===== src/rtl/ewr_map.vh =====
`ifndef EWR_MAP_VH
`define EWR_MAP_VH
// register offsets on the configuration bus
`define CTRL_OFF        8'h00
`define STAT_OFF        8'h04
`define STALL_OFF       8'h08
// control fields and reset value
`define CTRL_EARLY_BIT  0
`define CTRL_RST        1'h1
// status fields
`define STAT_CNT_LSB    0
`define STAT_LATE_BIT   8
`define STAT_OWO_BIT    9
`define STAT_MCA_BIT    10
`define STAT_BUSY_BIT   11
// response codes
`define RESP_OKAY       2'h0
`define RESP_EXOKAY     2'h1
`define RESP_DECERR     2'h3
// cache attribute fields
`define CACHE_BUF_BIT   0
`define CACHE_MOD_BIT   1
// defaults
`define QLOG2_DEF       2
`define REGION_SHIFT_DEF 12
`define OWO_DEF         1'h0
`define MCA_VAL         1'h1
`endif


===== src/rtl/wq_mem.v =====
`timescale 1ns/100ps
////////////////////////////////////////////////////////////////////////////////
// posted write store, registered read port
module wq_mem #(
  parameter WIDTH = 8,
  parameter ALOG2 = 2
)(
  // clock
  input  wire             aclk,
  // write port
  input  wire             we,
  input  wire [ALOG2-1:0] waddr,
  input  wire [WIDTH-1:0] wdata,
  // read port
  input  wire [ALOG2-1:0] raddr,
  output reg  [WIDTH-1:0] rdata
);
  // storage array
  reg [WIDTH-1:0] mem [0:(1<<ALOG2)-1];
  // write and registered read
  always @(posedge aclk) begin
    if (we) begin
      mem[waddr] <= wdata;
    end
    rdata <= mem[raddr];
  end
endmodule


===== src/rtl/early_wr_buffer.v =====
// The implementer's own choices: register access over AXI4-Lite and the register offsets.
`timescale 1ns/100ps
`include "ewr_map.vh"
module early_wr_buffer #(
  parameter ID_W         = 4,
  parameter AW           = 32,
  parameter DW           = 32,
  parameter QLOG2        = `QLOG2_DEF,
  parameter REGION_SHIFT = `REGION_SHIFT_DEF,
  parameter OWO          = `OWO_DEF
)(
  // clock and reset
  input  wire              aclk,
  input  wire              aresetn,
  // upstream write address
  input  wire              s_awvalid,
  output reg               s_awready,
  input  wire [ID_W-1:0]   s_awid,
  input  wire [AW-1:0]     s_awaddr,
  input  wire [2:0]        s_awsize,
  input  wire [3:0]        s_awcache,
  input  wire              s_awlock,
  // upstream write data
  input  wire              s_wvalid,
  output reg               s_wready,
  input  wire [DW-1:0]     s_wdata,
  input  wire [DW/8-1:0]   s_wstrb,
  // upstream write response
  output reg               s_bvalid,
  input  wire              s_bready,
  output reg  [ID_W-1:0]   s_bid,
  output reg  [1:0]        s_bresp,
  // upstream read address
  input  wire              s_arvalid,
  output reg               s_arready,
  input  wire [ID_W-1:0]   s_arid,
  input  wire [AW-1:0]     s_araddr,
  input  wire [2:0]        s_arsize,
  input  wire [3:0]        s_arcache,
  input  wire              s_arlock,
  // upstream read data
  output reg               s_rvalid,
  input  wire              s_rready,
  output reg  [ID_W-1:0]   s_rid,
  output reg  [DW-1:0]     s_rdata,
  output reg  [1:0]        s_rresp,
  output reg               s_rlast,
  // downstream write address and data
  output reg               m_awvalid,
  input  wire              m_awready,
  output reg  [ID_W-1:0]   m_awid,
  output reg  [AW-1:0]     m_awaddr,
  output reg  [2:0]        m_awsize,
  output reg  [3:0]        m_awcache,
  output reg               m_wvalid,
  input  wire              m_wready,
  output reg  [DW-1:0]     m_wdata,
  output reg  [DW/8-1:0]   m_wstrb,
  // downstream write response
  input  wire              m_bvalid,
  output reg               m_bready,
  input  wire [1:0]        m_bresp,
  // downstream read
  output reg               m_arvalid,
  input  wire              m_arready,
  output reg  [ID_W-1:0]   m_arid,
  output reg  [AW-1:0]     m_araddr,
  output reg  [2:0]        m_arsize,
  output reg  [3:0]        m_arcache,
  input  wire              m_rvalid,
  output reg               m_rready,
  input  wire [DW-1:0]     m_rdata,
  input  wire [1:0]        m_rresp,
  // configuration bus, axi4-lite
  input  wire              cfg_awvalid,
  output reg               cfg_awready,
  input  wire [7:0]        cfg_awaddr,
  input  wire              cfg_wvalid,
  output reg               cfg_wready,
  input  wire [31:0]       cfg_wdata,
  input  wire [3:0]        cfg_wstrb,
  output reg               cfg_bvalid,
  input  wire              cfg_bready,
  output reg  [1:0]        cfg_bresp,
  input  wire              cfg_arvalid,
  output reg               cfg_arready,
  input  wire [7:0]        cfg_araddr,
  output reg               cfg_rvalid,
  input  wire              cfg_rready,
  output reg  [31:0]       cfg_rdata,
  output reg  [1:0]        cfg_rresp
);
  ////////////////////////////////////////////////////////////////////////////
  // sizes and entry layout
  localparam DEPTH = 1 << QLOG2;
  localparam NID   = 1 << ID_W;
  localparam SW    = DW / 8;
  localparam O_D   = AW;
  localparam O_S   = O_D + DW;
  localparam O_C   = O_S + SW;
  localparam O_Z   = O_C + 4;
  localparam O_I   = O_Z + 3;
  localparam O_X   = O_I + ID_W;
  localparam O_L   = O_X + 1;
  localparam EW    = O_L + 1;
  // issue states
  localparam F_IDLE = 2'h0;
  localparam F_LOAD = 2'h1;
  localparam F_SEND = 2'h2;
  localparam F_WAIT = 2'h3;
  // read states
  localparam R_IDLE = 2'h0;
  localparam R_ADDR = 2'h1;
  localparam R_DATA = 2'h2;
  localparam R_RESP = 2'h3;

  // last byte of a beat, inside its size-aligned window
  function [AW-1:0] last_byte;
    input [AW-1:0] a;
    input [2:0]    sz;
    begin
      last_byte = a | ((({{(AW-1){1'b0}}, 1'b1}) << sz) - {{(AW-1){1'b0}}, 1'b1});
    end
  endfunction

  ////////////////////////////////////////////////////////////////////////////
  // state
  reg  [DEPTH-1:0] ent_vld_reg;             // slot awaits downstream response
  reg  [DEPTH-1:0] ent_dev_reg;             // slot holds a device write
  reg  [AW-1:0]    ent_lo_reg [0:DEPTH-1];  // first byte of slot
  reg  [AW-1:0]    ent_hi_reg [0:DEPTH-1];  // last byte of slot
  reg  [QLOG2-1:0] wr_ptr_reg;              // push slot
  reg  [QLOG2-1:0] rd_ptr_reg;              // head slot
  reg  [QLOG2:0]   cnt_reg;                 // queued writes
  reg              late_pend_reg;           // a write waits for its real response
  reg  [NID-1:0]   mon_vld_reg;             // monitor armed per id
  reg  [AW-1:0]    mon_addr_reg [0:NID-1];  // monitored address per id
  reg              early_en_reg;            // software enable of early responses
  reg  [31:0]      stall_cnt_reg;           // cycles a read waited on a hazard
  reg  [1:0]       fs_reg;                  // issue state
  reg  [1:0]       rs_reg;                  // read state
  reg              hd_late_reg;             // head wants real response upstream
  reg              hd_excl_reg;             // head is a passed exclusive write
  reg  [ID_W-1:0]  hd_id_reg;               // head id
  reg              rd_lock_reg;             // current read is exclusive
  wire [EW-1:0]    q_rd;                    // head entry from store
  wire [EW-1:0]    q_wr;                    // entry being pushed
  wire [DEPTH-1:0] hit;                     // per-slot hazard for pending read
  wire [AW-1:0]    ar_hi;                   // last byte of pending read
  integer          i;

  ////////////////////////////////////////////////////////////////////////////
  // write acceptance decode
  wire wr_take  = s_awready & s_awvalid;
  wire mon_ok   = mon_vld_reg[s_awid] && (mon_addr_reg[s_awid] == s_awaddr);
  wire xfail    = s_awlock & ~mon_ok;
  wire is_early = s_awcache[`CACHE_BUF_BIT] & ~s_awlock & early_en_reg;
  wire push     = wr_take & ~xfail;
  wire pop      = (fs_reg == F_WAIT) & m_bvalid & m_bready;
  // capacity and any pending real response, whatever its id, gate acceptance
  wire wr_can   = s_awvalid & s_wvalid & ~s_awready & ~s_bvalid & ~late_pend_reg
                  & (cnt_reg != DEPTH[QLOG2:0]);
  assign q_wr = {~is_early, s_awlock, s_awid, s_awsize, s_awcache, s_wstrb, s_wdata, s_awaddr};

  ////////////////////////////////////////////////////////////////////////////
  // posted write store
  wq_mem #(
    .WIDTH (EW),
    .ALOG2 (QLOG2)
  ) u_store (
    .aclk  (aclk),
    .we    (push),
    .waddr (wr_ptr_reg),
    .wdata (q_wr),
    .raddr (rd_ptr_reg),
    .rdata (q_rd)
  );

  ////////////////////////////////////////////////////////////////////////////
  // hazard compare of the pending read against every queued write
  assign ar_hi = last_byte(s_araddr, s_arsize);
  genvar g;
  generate
    for (g = 0; g < DEPTH; g = g + 1) begin : g_hz
      assign hit[g] = ent_vld_reg[g] & (ent_dev_reg[g] ?
                      ((ent_lo_reg[g] >> REGION_SHIFT) == (s_araddr >> REGION_SHIFT)) :
                      ((ent_lo_reg[g] <= ar_hi) && (s_araddr <= ent_hi_reg[g])));
    end
  endgenerate
  // no read passes a buffered write it could observe
  wire rd_can = s_arvalid & ~s_arready & (rs_reg == R_IDLE) & ~(|hit) & ~s_awready;

  ////////////////////////////////////////////////////////////////////////////
  // queue bookkeeping
  always @(posedge aclk) begin
    if (!aresetn) begin
      ent_vld_reg   <= {DEPTH{1'b0}};
      ent_dev_reg   <= {DEPTH{1'b0}};
      wr_ptr_reg    <= {QLOG2{1'b0}};
      rd_ptr_reg    <= {QLOG2{1'b0}};
      cnt_reg       <= {(QLOG2+1){1'b0}};
      late_pend_reg <= 1'b0;
      s_awready     <= 1'b0;
      s_wready      <= 1'b0;
    end else begin
      // one-cycle ready pulse, address and data taken together
      s_awready <= wr_can;
      s_wready  <= wr_can;
      // slot stays valid until its downstream response
      if (pop) begin
        ent_vld_reg[rd_ptr_reg] <= 1'b0;
        rd_ptr_reg              <= rd_ptr_reg + {{(QLOG2-1){1'b0}}, 1'b1};
        if (hd_late_reg) begin
          late_pend_reg <= 1'b0;
        end
      end
      if (push) begin
        ent_vld_reg[wr_ptr_reg] <= 1'b1;
        ent_dev_reg[wr_ptr_reg] <= ~s_awcache[`CACHE_MOD_BIT];
        ent_lo_reg[wr_ptr_reg]  <= s_awaddr;
        ent_hi_reg[wr_ptr_reg]  <= last_byte(s_awaddr, s_awsize);
        wr_ptr_reg              <= wr_ptr_reg + {{(QLOG2-1){1'b0}}, 1'b1};
        if (!is_early) begin
          late_pend_reg <= 1'b1;
        end
      end
      // occupancy
      if (push & ~pop) begin
        cnt_reg <= cnt_reg + {{QLOG2{1'b0}}, 1'b1};
      end else if (pop & ~push) begin
        cnt_reg <= cnt_reg - {{QLOG2{1'b0}}, 1'b1};
      end
    end
  end

  ////////////////////////////////////////////////////////////////////////////
  // upstream write response
  always @(posedge aclk) begin
    if (!aresetn) begin
      s_bvalid <= 1'b0;
      s_bid    <= {ID_W{1'b0}};
      s_bresp  <= `RESP_OKAY;
    end else if (wr_take & (is_early | xfail)) begin
      // early answer, or failed exclusive left unwritten
      s_bvalid <= 1'b1;
      s_bid    <= s_awid;
      s_bresp  <= `RESP_OKAY;
    end else if (pop & hd_late_reg) begin
      // real answer once the write reached its target
      s_bvalid <= 1'b1;
      s_bid    <= hd_id_reg;
      s_bresp  <= (hd_excl_reg && m_bresp == `RESP_OKAY) ? `RESP_EXOKAY : m_bresp;
    end else if (s_bready) begin
      s_bvalid <= 1'b0;
    end
  end

  ////////////////////////////////////////////////////////////////////////////
  // downstream issue, head forwarded as soon as it exists
  always @(posedge aclk) begin
    if (!aresetn) begin
      fs_reg      <= F_IDLE;
      m_awvalid   <= 1'b0;
      m_wvalid    <= 1'b0;
      m_bready    <= 1'b0;
      m_awid      <= {ID_W{1'b0}};
      m_awaddr    <= {AW{1'b0}};
      m_awsize    <= 3'h0;
      m_awcache   <= 4'h0;
      m_wdata     <= {DW{1'b0}};
      m_wstrb     <= {SW{1'b0}};
      hd_late_reg <= 1'b0;
      hd_excl_reg <= 1'b0;
      hd_id_reg   <= {ID_W{1'b0}};
    end else begin
      case (fs_reg)
        // wait for a queued write
        F_IDLE: begin
          if (cnt_reg != {(QLOG2+1){1'b0}}) begin
            fs_reg <= F_LOAD;
          end
        end
        // store output now holds the head; whole beat sent unsplit
        F_LOAD: begin
          m_awvalid   <= 1'b1;
          m_wvalid    <= 1'b1;
          m_awaddr    <= q_rd[AW-1:0];
          m_wdata     <= q_rd[O_S-1:O_D];
          m_wstrb     <= q_rd[O_C-1:O_S];
          m_awcache   <= q_rd[O_Z-1:O_C];
          m_awsize    <= q_rd[O_I-1:O_Z];
          m_awid      <= q_rd[O_X-1:O_I];
          hd_id_reg   <= q_rd[O_X-1:O_I];
          hd_excl_reg <= q_rd[O_X];
          hd_late_reg <= q_rd[O_L];
          fs_reg      <= F_SEND;
        end
        // address and data may be taken in either order
        F_SEND: begin
          if (m_awready) begin
            m_awvalid <= 1'b0;
          end
          if (m_wready) begin
            m_wvalid <= 1'b0;
          end
          if ((m_awready | ~m_awvalid) & (m_wready | ~m_wvalid)) begin
            m_bready <= 1'b1;
            fs_reg   <= F_WAIT;
          end
        end
        // stored copy released only on the downstream answer
        F_WAIT: begin
          if (m_bvalid) begin
            m_bready <= 1'b0;
            fs_reg   <= F_IDLE;
          end
        end
        default: begin
          fs_reg <= F_IDLE;
        end
      endcase
    end
  end

  ////////////////////////////////////////////////////////////////////////////
  // exclusive monitor, one address per id
  always @(posedge aclk) begin
    if (!aresetn) begin
      mon_vld_reg <= {NID{1'b0}};
    end else begin
      // any write that goes ahead disarms watchers of its address
      for (i = 0; i < NID; i = i + 1) begin
        if (push && mon_addr_reg[i] == s_awaddr) begin
          mon_vld_reg[i] <= 1'b0;
        end
      end
      // new exclusive read replaces the address, arming wins
      if (s_arready & s_arvalid & s_arlock) begin
        mon_vld_reg[s_arid]  <= 1'b1;
        mon_addr_reg[s_arid] <= s_araddr;
      end
    end
  end

  ////////////////////////////////////////////////////////////////////////////
  // read path, one read at a time
  always @(posedge aclk) begin
    if (!aresetn) begin
      rs_reg        <= R_IDLE;
      s_arready     <= 1'b0;
      m_arvalid     <= 1'b0;
      m_rready      <= 1'b0;
      m_arid        <= {ID_W{1'b0}};
      m_araddr      <= {AW{1'b0}};
      m_arsize      <= 3'h0;
      m_arcache     <= 4'h0;
      s_rvalid      <= 1'b0;
      s_rid         <= {ID_W{1'b0}};
      s_rdata       <= {DW{1'b0}};
      s_rresp       <= `RESP_OKAY;
      s_rlast       <= 1'b0;
      rd_lock_reg   <= 1'b0;
      stall_cnt_reg <= 32'h0;
    end else begin
      s_arready <= rd_can;
      // count cycles lost to write hazards
      if (s_arvalid & (rs_reg == R_IDLE) & (|hit)) begin
        stall_cnt_reg <= stall_cnt_reg + 32'h1;
      end else if (cfg_awready & cfg_awvalid & (cfg_awaddr == `STALL_OFF)) begin
        stall_cnt_reg <= 32'h0;
      end
      case (rs_reg)
        // take the address
        R_IDLE: begin
          if (s_arready & s_arvalid) begin
            m_arvalid   <= 1'b1;
            m_arid      <= s_arid;
            m_araddr    <= s_araddr;
            m_arsize    <= s_arsize;
            m_arcache   <= s_arcache;
            rd_lock_reg <= s_arlock;
            rs_reg      <= R_ADDR;
          end
        end
        // forward it
        R_ADDR: begin
          if (m_arready) begin
            m_arvalid <= 1'b0;
            m_rready  <= 1'b1;
            rs_reg    <= R_DATA;
          end
        end
        // catch the data
        R_DATA: begin
          if (m_rvalid) begin
            m_rready <= 1'b0;
            s_rvalid <= 1'b1;
            s_rid    <= m_arid;
            s_rdata  <= m_rdata;
            s_rlast  <= 1'b1;
            s_rresp  <= (rd_lock_reg && m_rresp == `RESP_OKAY) ? `RESP_EXOKAY : m_rresp;
            rs_reg   <= R_RESP;
          end
        end
        // hand it upstream
        R_RESP: begin
          if (s_rready) begin
            s_rvalid <= 1'b0;
            s_rlast  <= 1'b0;
            rs_reg   <= R_IDLE;
          end
        end
        default: begin
          rs_reg <= R_IDLE;
        end
      endcase
    end
  end

  ////////////////////////////////////////////////////////////////////////////
  // configuration bus slave
  wire [31:0] stat_word = ({{(31-QLOG2){1'b0}}, cnt_reg} << `STAT_CNT_LSB)
                        | ({31'h0, late_pend_reg} << `STAT_LATE_BIT)
                        | ({31'h0, OWO[0]} << `STAT_OWO_BIT)
                        | ({31'h0, `MCA_VAL} << `STAT_MCA_BIT)
                        | ({31'h0, fs_reg != F_IDLE} << `STAT_BUSY_BIT);
  always @(posedge aclk) begin
    if (!aresetn) begin
      cfg_awready  <= 1'b0;
      cfg_wready   <= 1'b0;
      cfg_bvalid   <= 1'b0;
      cfg_bresp    <= `RESP_OKAY;
      cfg_arready  <= 1'b0;
      cfg_rvalid   <= 1'b0;
      cfg_rdata    <= 32'h0;
      cfg_rresp    <= `RESP_OKAY;
      early_en_reg <= `CTRL_RST;
    end else begin
      // write: address and data together, one at a time
      cfg_awready <= cfg_awvalid & cfg_wvalid & ~cfg_awready & ~cfg_bvalid;
      cfg_wready  <= cfg_awvalid & cfg_wvalid & ~cfg_awready & ~cfg_bvalid;
      if (cfg_awready & cfg_awvalid) begin
        cfg_bvalid <= 1'b1;
        cfg_bresp  <= `RESP_OKAY;
        if (cfg_awaddr == `CTRL_OFF) begin
          if (cfg_wstrb[0]) begin
            early_en_reg <= cfg_wdata[`CTRL_EARLY_BIT];
          end
        end else if (cfg_awaddr != `STAT_OFF && cfg_awaddr != `STALL_OFF) begin
          cfg_bresp <= `RESP_DECERR;
        end
      end else if (cfg_bready) begin
        cfg_bvalid <= 1'b0;
      end
      // read
      cfg_arready <= cfg_arvalid & ~cfg_arready & ~cfg_rvalid;
      if (cfg_arready & cfg_arvalid) begin
        cfg_rvalid <= 1'b1;
        cfg_rresp  <= `RESP_OKAY;
        case (cfg_araddr)
          `CTRL_OFF:  cfg_rdata <= {31'h0, early_en_reg};
          `STAT_OFF:  cfg_rdata <= stat_word;
          `STALL_OFF: cfg_rdata <= stall_cnt_reg;
          default: begin
            cfg_rdata <= 32'h0;
            cfg_rresp <= `RESP_DECERR;
          end
        endcase
      end else if (cfg_rready) begin
        cfg_rvalid <= 1'b0;
      end
    end
  end
endmodule


===== config.mk =====
export PLATFORM = sky130hd
export DESIGN_NAME = early_wr_buffer
export DESIGN_NICKNAME = d
export VERILOG_FILES = /design/src/rtl/wq_mem.v /design/src/rtl/early_wr_buffer.v
export VERILOG_INCLUDE_DIRS = /design/src /design/src/rtl
export SDC_FILE = /design/constraint.sdc
export NUM_CORES = 2
export LEC_CHECK = 0
export ABC_AREA = 1
export BUFFER_PORTS_ARGS = -buffer_cell sky130_fd_sc_hd__clkbuf_2
export CAP_MARGIN = 20
export CORE_MARGIN = 2
export CORE_UTILIZATION = 40
export DETAILED_ROUTE_END_ITERATION = 8
export PLACE_DENSITY_LB_ADDON = 0.12
export SYNTH_ARGS = -nofsm -noshare
export SYNTH_HDL_FRONTEND = slang
export SYNTH_SLANG_ARGS = --single-unit

===== constraint.sdc =====
create_clock -name aclk -period 13.3 [get_ports aclk]
set_input_delay 1.33 -clock aclk [delete_from_list [all_inputs] [get_ports aclk]]
set_output_delay 1.33 -clock aclk [all_outputs]
set_load 0.02 [all_outputs]

== Yosys cells after proc, flatten, opt, wreduce, memory -nomap -nowiden ==
Memory sizes are Yosys's and may differ from the RTL's. A register that Yosys moved wholly into a read port is not among the register bits.
Index checks and enable logic that the tools add are counted.

* Order comparisons: 15
* Add/subtract/negate cells: 7
* Multiplexer cells: 104
* Eq/ne operators: 42
* Reductions and logical operators: 60
* Shifts and indexed selects: 2
* Bitwise logic cells: 67

{| class="wikitable"
|+ Operators with widths
! kind !! number
|-
| $eq 32x32->1 || 17
|-
| $le 32x32->1 || 8
|-
| $pmux 32 s3 || 1
|-
| $eq 20x20->1 || 4
|-
| $mux 1 || 68
|-
| $mux 32 || 2
|-
| $or 32x32->32 || 2
|-
| $shl 1x3->32 const A || 2
|-
| $sub 32x1->32 const B || 2
|-
| $and 1x1->1 || 37
|-
| $add 32x1->32 const B || 1
|-
| $logic_and 1x1->1 || 27
|-
| $mux 2 || 12
|-
| $reduce_bool 2->1 || 11
|-
| $mux 4 || 5
|-
| $not 1->1 || 19
|-
| $ne 2x2->1 const B || 9
|-
| $reduce_and 3->1 || 6
|-
| $eq 8x4->1 const B || 2
|-
| $logic_not 8->1 || 2
|-
| $mux 16 || 1
|-
| $or 16x16->16 || 1
|-
| $pmux 2 s4 || 2
|-
| $or 11x12->12 || 1
|-
| 31 further kinds || 55
|}

* Memories kept: 4
* Flip-flop bits (word level): 287
* Output and inout port bits: 218
* RAM bits: 1,092

{| class="wikitable"
|+ Memories
! name !! depth !! width !! rd ports !! clocked after Yosys merged registers in !! write ports !! RTL line !! RTL
|-
| mon_addr_reg || 16 || 32 || 17 || 0 || 1 || early_wr_buffer.v:137 || <nowiki>reg [AW-1:0] mon_addr_reg [0:NID-1];</nowiki>
|-
| u_store.mem || 4 || 81 || 1 || 1 || 1 || wq_mem.v:19 || <nowiki>reg [WIDTH-1:0] mem [0:(1<<ALOG2)-1];</nowiki>
|-
| ent_hi_reg || 4 || 32 || 4 || 0 || 1 || early_wr_buffer.v:131 || <nowiki>reg [AW-1:0] ent_hi_reg [0:DEPTH-1];</nowiki>
|-
| ent_lo_reg || 4 || 32 || 4 || 0 || 1 || early_wr_buffer.v:130 || <nowiki>reg [AW-1:0] ent_lo_reg [0:DEPTH-1];</nowiki>
|}

== Depth between registers and ports, before layout ==
* Word-level depth: 12
* Depth in mapped cells: 29
* Depth with buffers taken out: 25

== Cells and area by module ==
Synthesis repeated with hierarchy kept, for this count alone.

* Cell total of the unflattened synthesis: 6,744
* Area total of the unflattened synthesis: 68,010.2 um^2

{| class="wikitable"
|+ By module, submodules not included
! module !! area each (um^2) !! cells each !! instances !! sequential area each (um^2)
|-
| early_wr_buffer || 52,791.9 || 5,387 || 1 || 28,767.6
|-
| wq_mem || 15,218.3 || 1,357 || 1 || 11,350.9
|}

== Least setup slack after synthesis ==
OpenSTA, ideal clock, no wires.

* Path type: in2reg
* From: input port s_awid[1]
* To: memory ent_hi_reg[0][0], enable pin
* Stages on the path: 20
* Data required time: 12,813 ps
* Data arrival time: 7,018 ps
* Path slack: 5,795 ps
* Path through: buf_2 -> inv_4 -> buf_6 -> buf_4 -> o21ai_0 -> o211ai_1 -> nand3_1 -> nand2_1 -> nand2_1 -> nand2_1 -> nand2_1 -> nor2_1 -> nand2_1 -> nor2_2 -> nand2_2 -> nand2_4 -> nand2_4 -> nor2_4 -> inv_1 -> nor2_1

* Longest elaborated chain between the ends: 10

{| class="wikitable"
|+ Ends and longest elaborated chain
! item !! RTL line !! RTL
|-
| from (decl) || early_wr_buffer.v:18 || <nowiki>input wire [ID_W-1:0] s_awid,</nowiki>
|-
| $mem_v2 16x32 / $bmux 1 s4 (equally long branches) || - ||
|-
| $eq 32x32->1 / $mux 1 (equally long branches) || early_wr_buffer.v:155 || <nowiki>wire mon_ok = mon_vld_reg[s_awid] && (mon_addr_reg[s_awid] == s_awaddr);</nowiki>
|-
| $logic_and 1x1->1 * || early_wr_buffer.v:155 ||
|-
| $not 1->1 * || early_wr_buffer.v:156 || <nowiki>wire xfail = s_awlock & ~mon_ok;</nowiki>
|-
| $and 1x1->1 * || early_wr_buffer.v:156 ||
|-
| $not 1->1 * || early_wr_buffer.v:158 || <nowiki>wire push = wr_take & ~xfail;</nowiki>
|-
| $and 1x1->1 * || early_wr_buffer.v:158 ||
|-
| $mux 1 * || early_wr_buffer.v:217 || <nowiki>if (push) begin</nowiki>
|-
| $mux 1 * || early_wr_buffer.v:196 || <nowiki>if (!aresetn) begin</nowiki>
|-
| $mux 1 (not written as such) * || early_wr_buffer.v:221 || <nowiki>ent_hi_reg[wr_ptr_reg] <= last_byte(s_awaddr, s_awsize);</nowiki>
|-
| to (decl) || early_wr_buffer.v:131 ||
|}

Mark *: on every way between the ends. The rest lies on a longest branch, timed or not. The select of a mux whose other input is x is not followed.

== Worst setup path in the final report ==
* From: input port s_awid[0]
* To: memory ent_hi_reg[2][30], enable pin

The elaborated chain is that of the path after synthesis.

==> flow_summary.yaml <==
run_status:
  status: "complete, no violations"
pwr:
  p_per_area_nw_per_um2: 141
  leakagePower_uw: 0.0296
  max-vdd-ir-drop_mv: 0.135
  internal_power_uw: 7840
  clockPowerShare_pct: 41.1
  seqPwrFrac_pct: 47.4
  p_switching_uw: 2920
  finalPower_uw: 10800
  sw_frac_of_total_pct: 27.1
  comb_power_share_pct: 11.6
synth:
  yosysUniqueCellTypes: 48
  synth_top_cell_by_area: "edfxtp_1"
  syn_inst: 6280
  ys_seq_area_share_pct: 60.4
  syn_avg_cell_area_um2: 10.6
  yosysMostFrequentCell: "edfxtp_1"
  synth_seq_cells: 1458
  synth_top_cell_area_share_pct: 49.3
  synth_flop_cell: "edfxtp_1"
  synth-async-reset-ratio_pct: 0
  ys.warnings.count: 0
  synth_common_cells: "1,092 x edfxtp_1, 728 x nor2_1, 715 x nand2_1"
  netlist_area_um2: 66500
  synth_edf_count: 1092
  syn-num-nets: 6786
  synth_area_leaders: "edfxtp_1 49%, dfxtp_1 11%, xor2_1 5.6%"
clock_network:
  clk_pin_slew_ns: 0.06
  cts_root_buf: "clkbuf_16"
  cts.path.max_buffers: 3
  cts-resized-gates: 0
  cts_tree: "built"
  cts_sinks: 1458
  cts_inserted_buffers: 163
  post-cts-setup-buffer-count: 0
  hold_buffers: 0
  clock_latency_ns: 0.82
  htree_levels: 4
global_route:
  grt_overflow_total: 0
  grt_pass1_wl_mm: 334
  antenna_found_initial: 13
  grt_pass1_vias: 46400
  track_usage_pct: 27.2
  grt_max_degree: 189
sta:
  hold_violations: 0
  tightest_slew_ns: 1.09
  slew_headroom_pct: 26.5
  setup_viol: 0
  fin_setup_tns_ns: 0
  maxSlewViolCount: 0
  rsz0062_at_grt: "false"
  period_minus_slack_ns: 7.04
  fin_crit_sh_pct: 52.9
  clock.fmax_mhz: 142
  finClkSkew_ns: 0.0332
final_layout:
  drive_gt1_share_pct: 12.3
  fin_nets: 7145
  largest_register_ffs: 512
  syn_to_final_growth_pct: 14.6
setup_path:
  cp_data_required_time_ns: 13.72
  cp-endpoint: "ent_hi_reg[2][30]$_DFFE_PP_"
  end_kind: "register"
  crit_fanout: 188
  rr_endpoint: "ent_hi_reg[2][30]$_DFFE_PP_"
  crit_type: "in -> reg"
  rrSetupSlack_ns: 8.37
  critPathArrivalTime_ns: 7.45
  cp-start-kind: "input pin"
  regToRegStartpoint: "mon_addr_reg[5][0]$_DFFE_PP_"
  cp-startpoint: "s_awid[0]"
  reg2reg_depth: 17
placed_design:
  hpwl_mm: 154
  numPortBuffers: 412
  gp_congestion: 0.934
floorplan:
  start_util_pct: 40.3
  die_h_um: 412
  ioPinCount: 447
  core_um2: 165000
  placementRows: 149
  die_w_um: 412
  die_area_um2: 169000
detailed_routing:
  vias_per_cell: 5.54
  drc: 0
  wl_per_cell_um: 26.4
  drt.antenna.violating_nets: 0
  vias: 49600
  drt_iter0_markers: 5248
  postRouteWirelength_mm: 236
  drtPass1Iterations: 8
flow_run:
  drv_cap: 0
min_path:
  holdCritPathClass: "reg -> reg"
[power by group through the flow]
stage / clock network (µW) / logic, µW / registers, µW
2_1_floorplan: 0 / 541 / 5320
3_3_place_gp: 0 / 1230 / 5190
3_5_place_dp: 0 / 1240 / 5190
4_1_cts: 4500 / 1240 / 5100
5_1_grt: 4670 / 1340 / 5110
6_report: 4420 / 1240 / 5100
[how the worst min path moves through the flow]
stage,from,endpoint,slack (ns),depth (start not counted)
2_1_floorplan,u_store.rdata[80]$_DFF_P_,hd_late_reg$_SDFFE_PN0P_,0.43,2
3_3_place_gp,u_store.rdata[60]$_DFF_P_,m_wdata[28]$_SDFFE_PN0P_,0.43,2
3_5_place_dp,u_store.rdata[74]$_DFF_P_,m_awsize[2]$_SDFFE_PN0P_,0.44,2
4_1_cts,u_store.rdata[19]$_DFF_P_,m_awaddr[19]$_SDFFE_PN0P_,0.44,2
5_1_grt,u_store.rdata[24]$_DFF_P_,m_awaddr[24]$_SDFFE_PN0P_,0.46,2
6_report,u_store.rdata[16]$_DFF_P_,m_awaddr[16]$_SDFFE_PN0P_,0.44,2
[cell type report]
class                   instances  area [µm²]
fillers                     15500       88800
flip-flops and latches       1458       40100
multi-input cells            3962       23000
clock buffers                 230        4540
repair buffers                540        3200
well taps                    2189        2740
inverters                     514        1950
clock inverters                68         621
diodes                          3        7.51
[layer usage]
metal	global-route usage, %	vias to the layer above	part of all wire [%]
li1	-	22700	-
met3	5.10	395	8.2
met4	9.93	6	3.8
met5	0	-	0.014
met2	42.5	2154	45
met1	37.6	24400	43
[cells by family (layout without fill, tap and decap cells)]
kind of cell               Yosys count  after routing  share of synthesized area [%]
AOI/OAI and AO/OA                 1158           1158                           9.78
xor gates and xnor gates           430            430                           5.67
adders and majority gates          277            277                           5.23
buffers and inverters              860           1352                           5.37
DFF                               1458           1458                           60.4
other                                0              3                              0
and+or+nand+nor                   2097           2097                           13.6
[through the flow]
stage | worst slack, ns | utilization, % | area, µm² | cells | hold slack, ns
after floorplan | 5.80 | - | 66500 | 6280 | 0.431
after global placement | 5.47 | 42.9 | 70800 | 8653 | 0.434
after detailed placement | 5.46 | 43.0 | 70900 | 8660 | 0.439
after CTS | 6.31 | 46.1 | 76100 | 8958 | 0.437
after global routing | 5.90 | 46.2 | 76200 | 8963 | 0.464
final | 6.26 | 46.2 | 76200 | 8964 | 0.444
[critical path: stages]
cell,delay (ns)
buf_8,0.27
buf_12,0.71
buf_4,0.83
nand2_1,0.10
nand2_1,0.11
nand2_1,0.05
nand3_1,0.11
nand3_1,0.20
nand3_1,0.23
nand2_1,0.07
nor2_1,0.16
nand2_1,0.08
nor2_1,0.09
nand2_1,0.08
nor2_2,0.15
nand2_2,0.19
nand2_4,0.13
nand2_4,0.13
nor2_4,0.72
inv_1,0.24
nor2_4,0.47
buf_4,0.65
[cell usage in the layout (no fill, tap or decap), types with 5 or more instances in the layout]
master / instances
a21boi_0: 7
clkbuf_8: 17
a211oi_1: 12
nand2_1: 715
nand3b_1: 17
o21ai_0: 494
inv_1: 500
clkinv_2: 26
buf_4: 117
xor2_1: 427
nand3_1: 396
ha_1: 275
nor2_4: 25
inv_16: 5
edfxtp_1: 1092
a21oi_1: 306
inv_6: 6
clkinv_1: 24
nor4_1: 95
o21ai_1: 57
nand4_1: 80
buf_12: 8
o21a_1: 16
clkbuf_2: 408
o211ai_2: 6
dfxtp_1: 364
clkbuf_1: 48
a221oi_1: 60
nor2_1: 707
nor4_2: 5
clkbuf_16: 165
nor3_1: 39
o211ai_1: 73
or2_2: 7
bufinv_16: 5
o22ai_1: 122
Power figures use the tool's default switching activity.
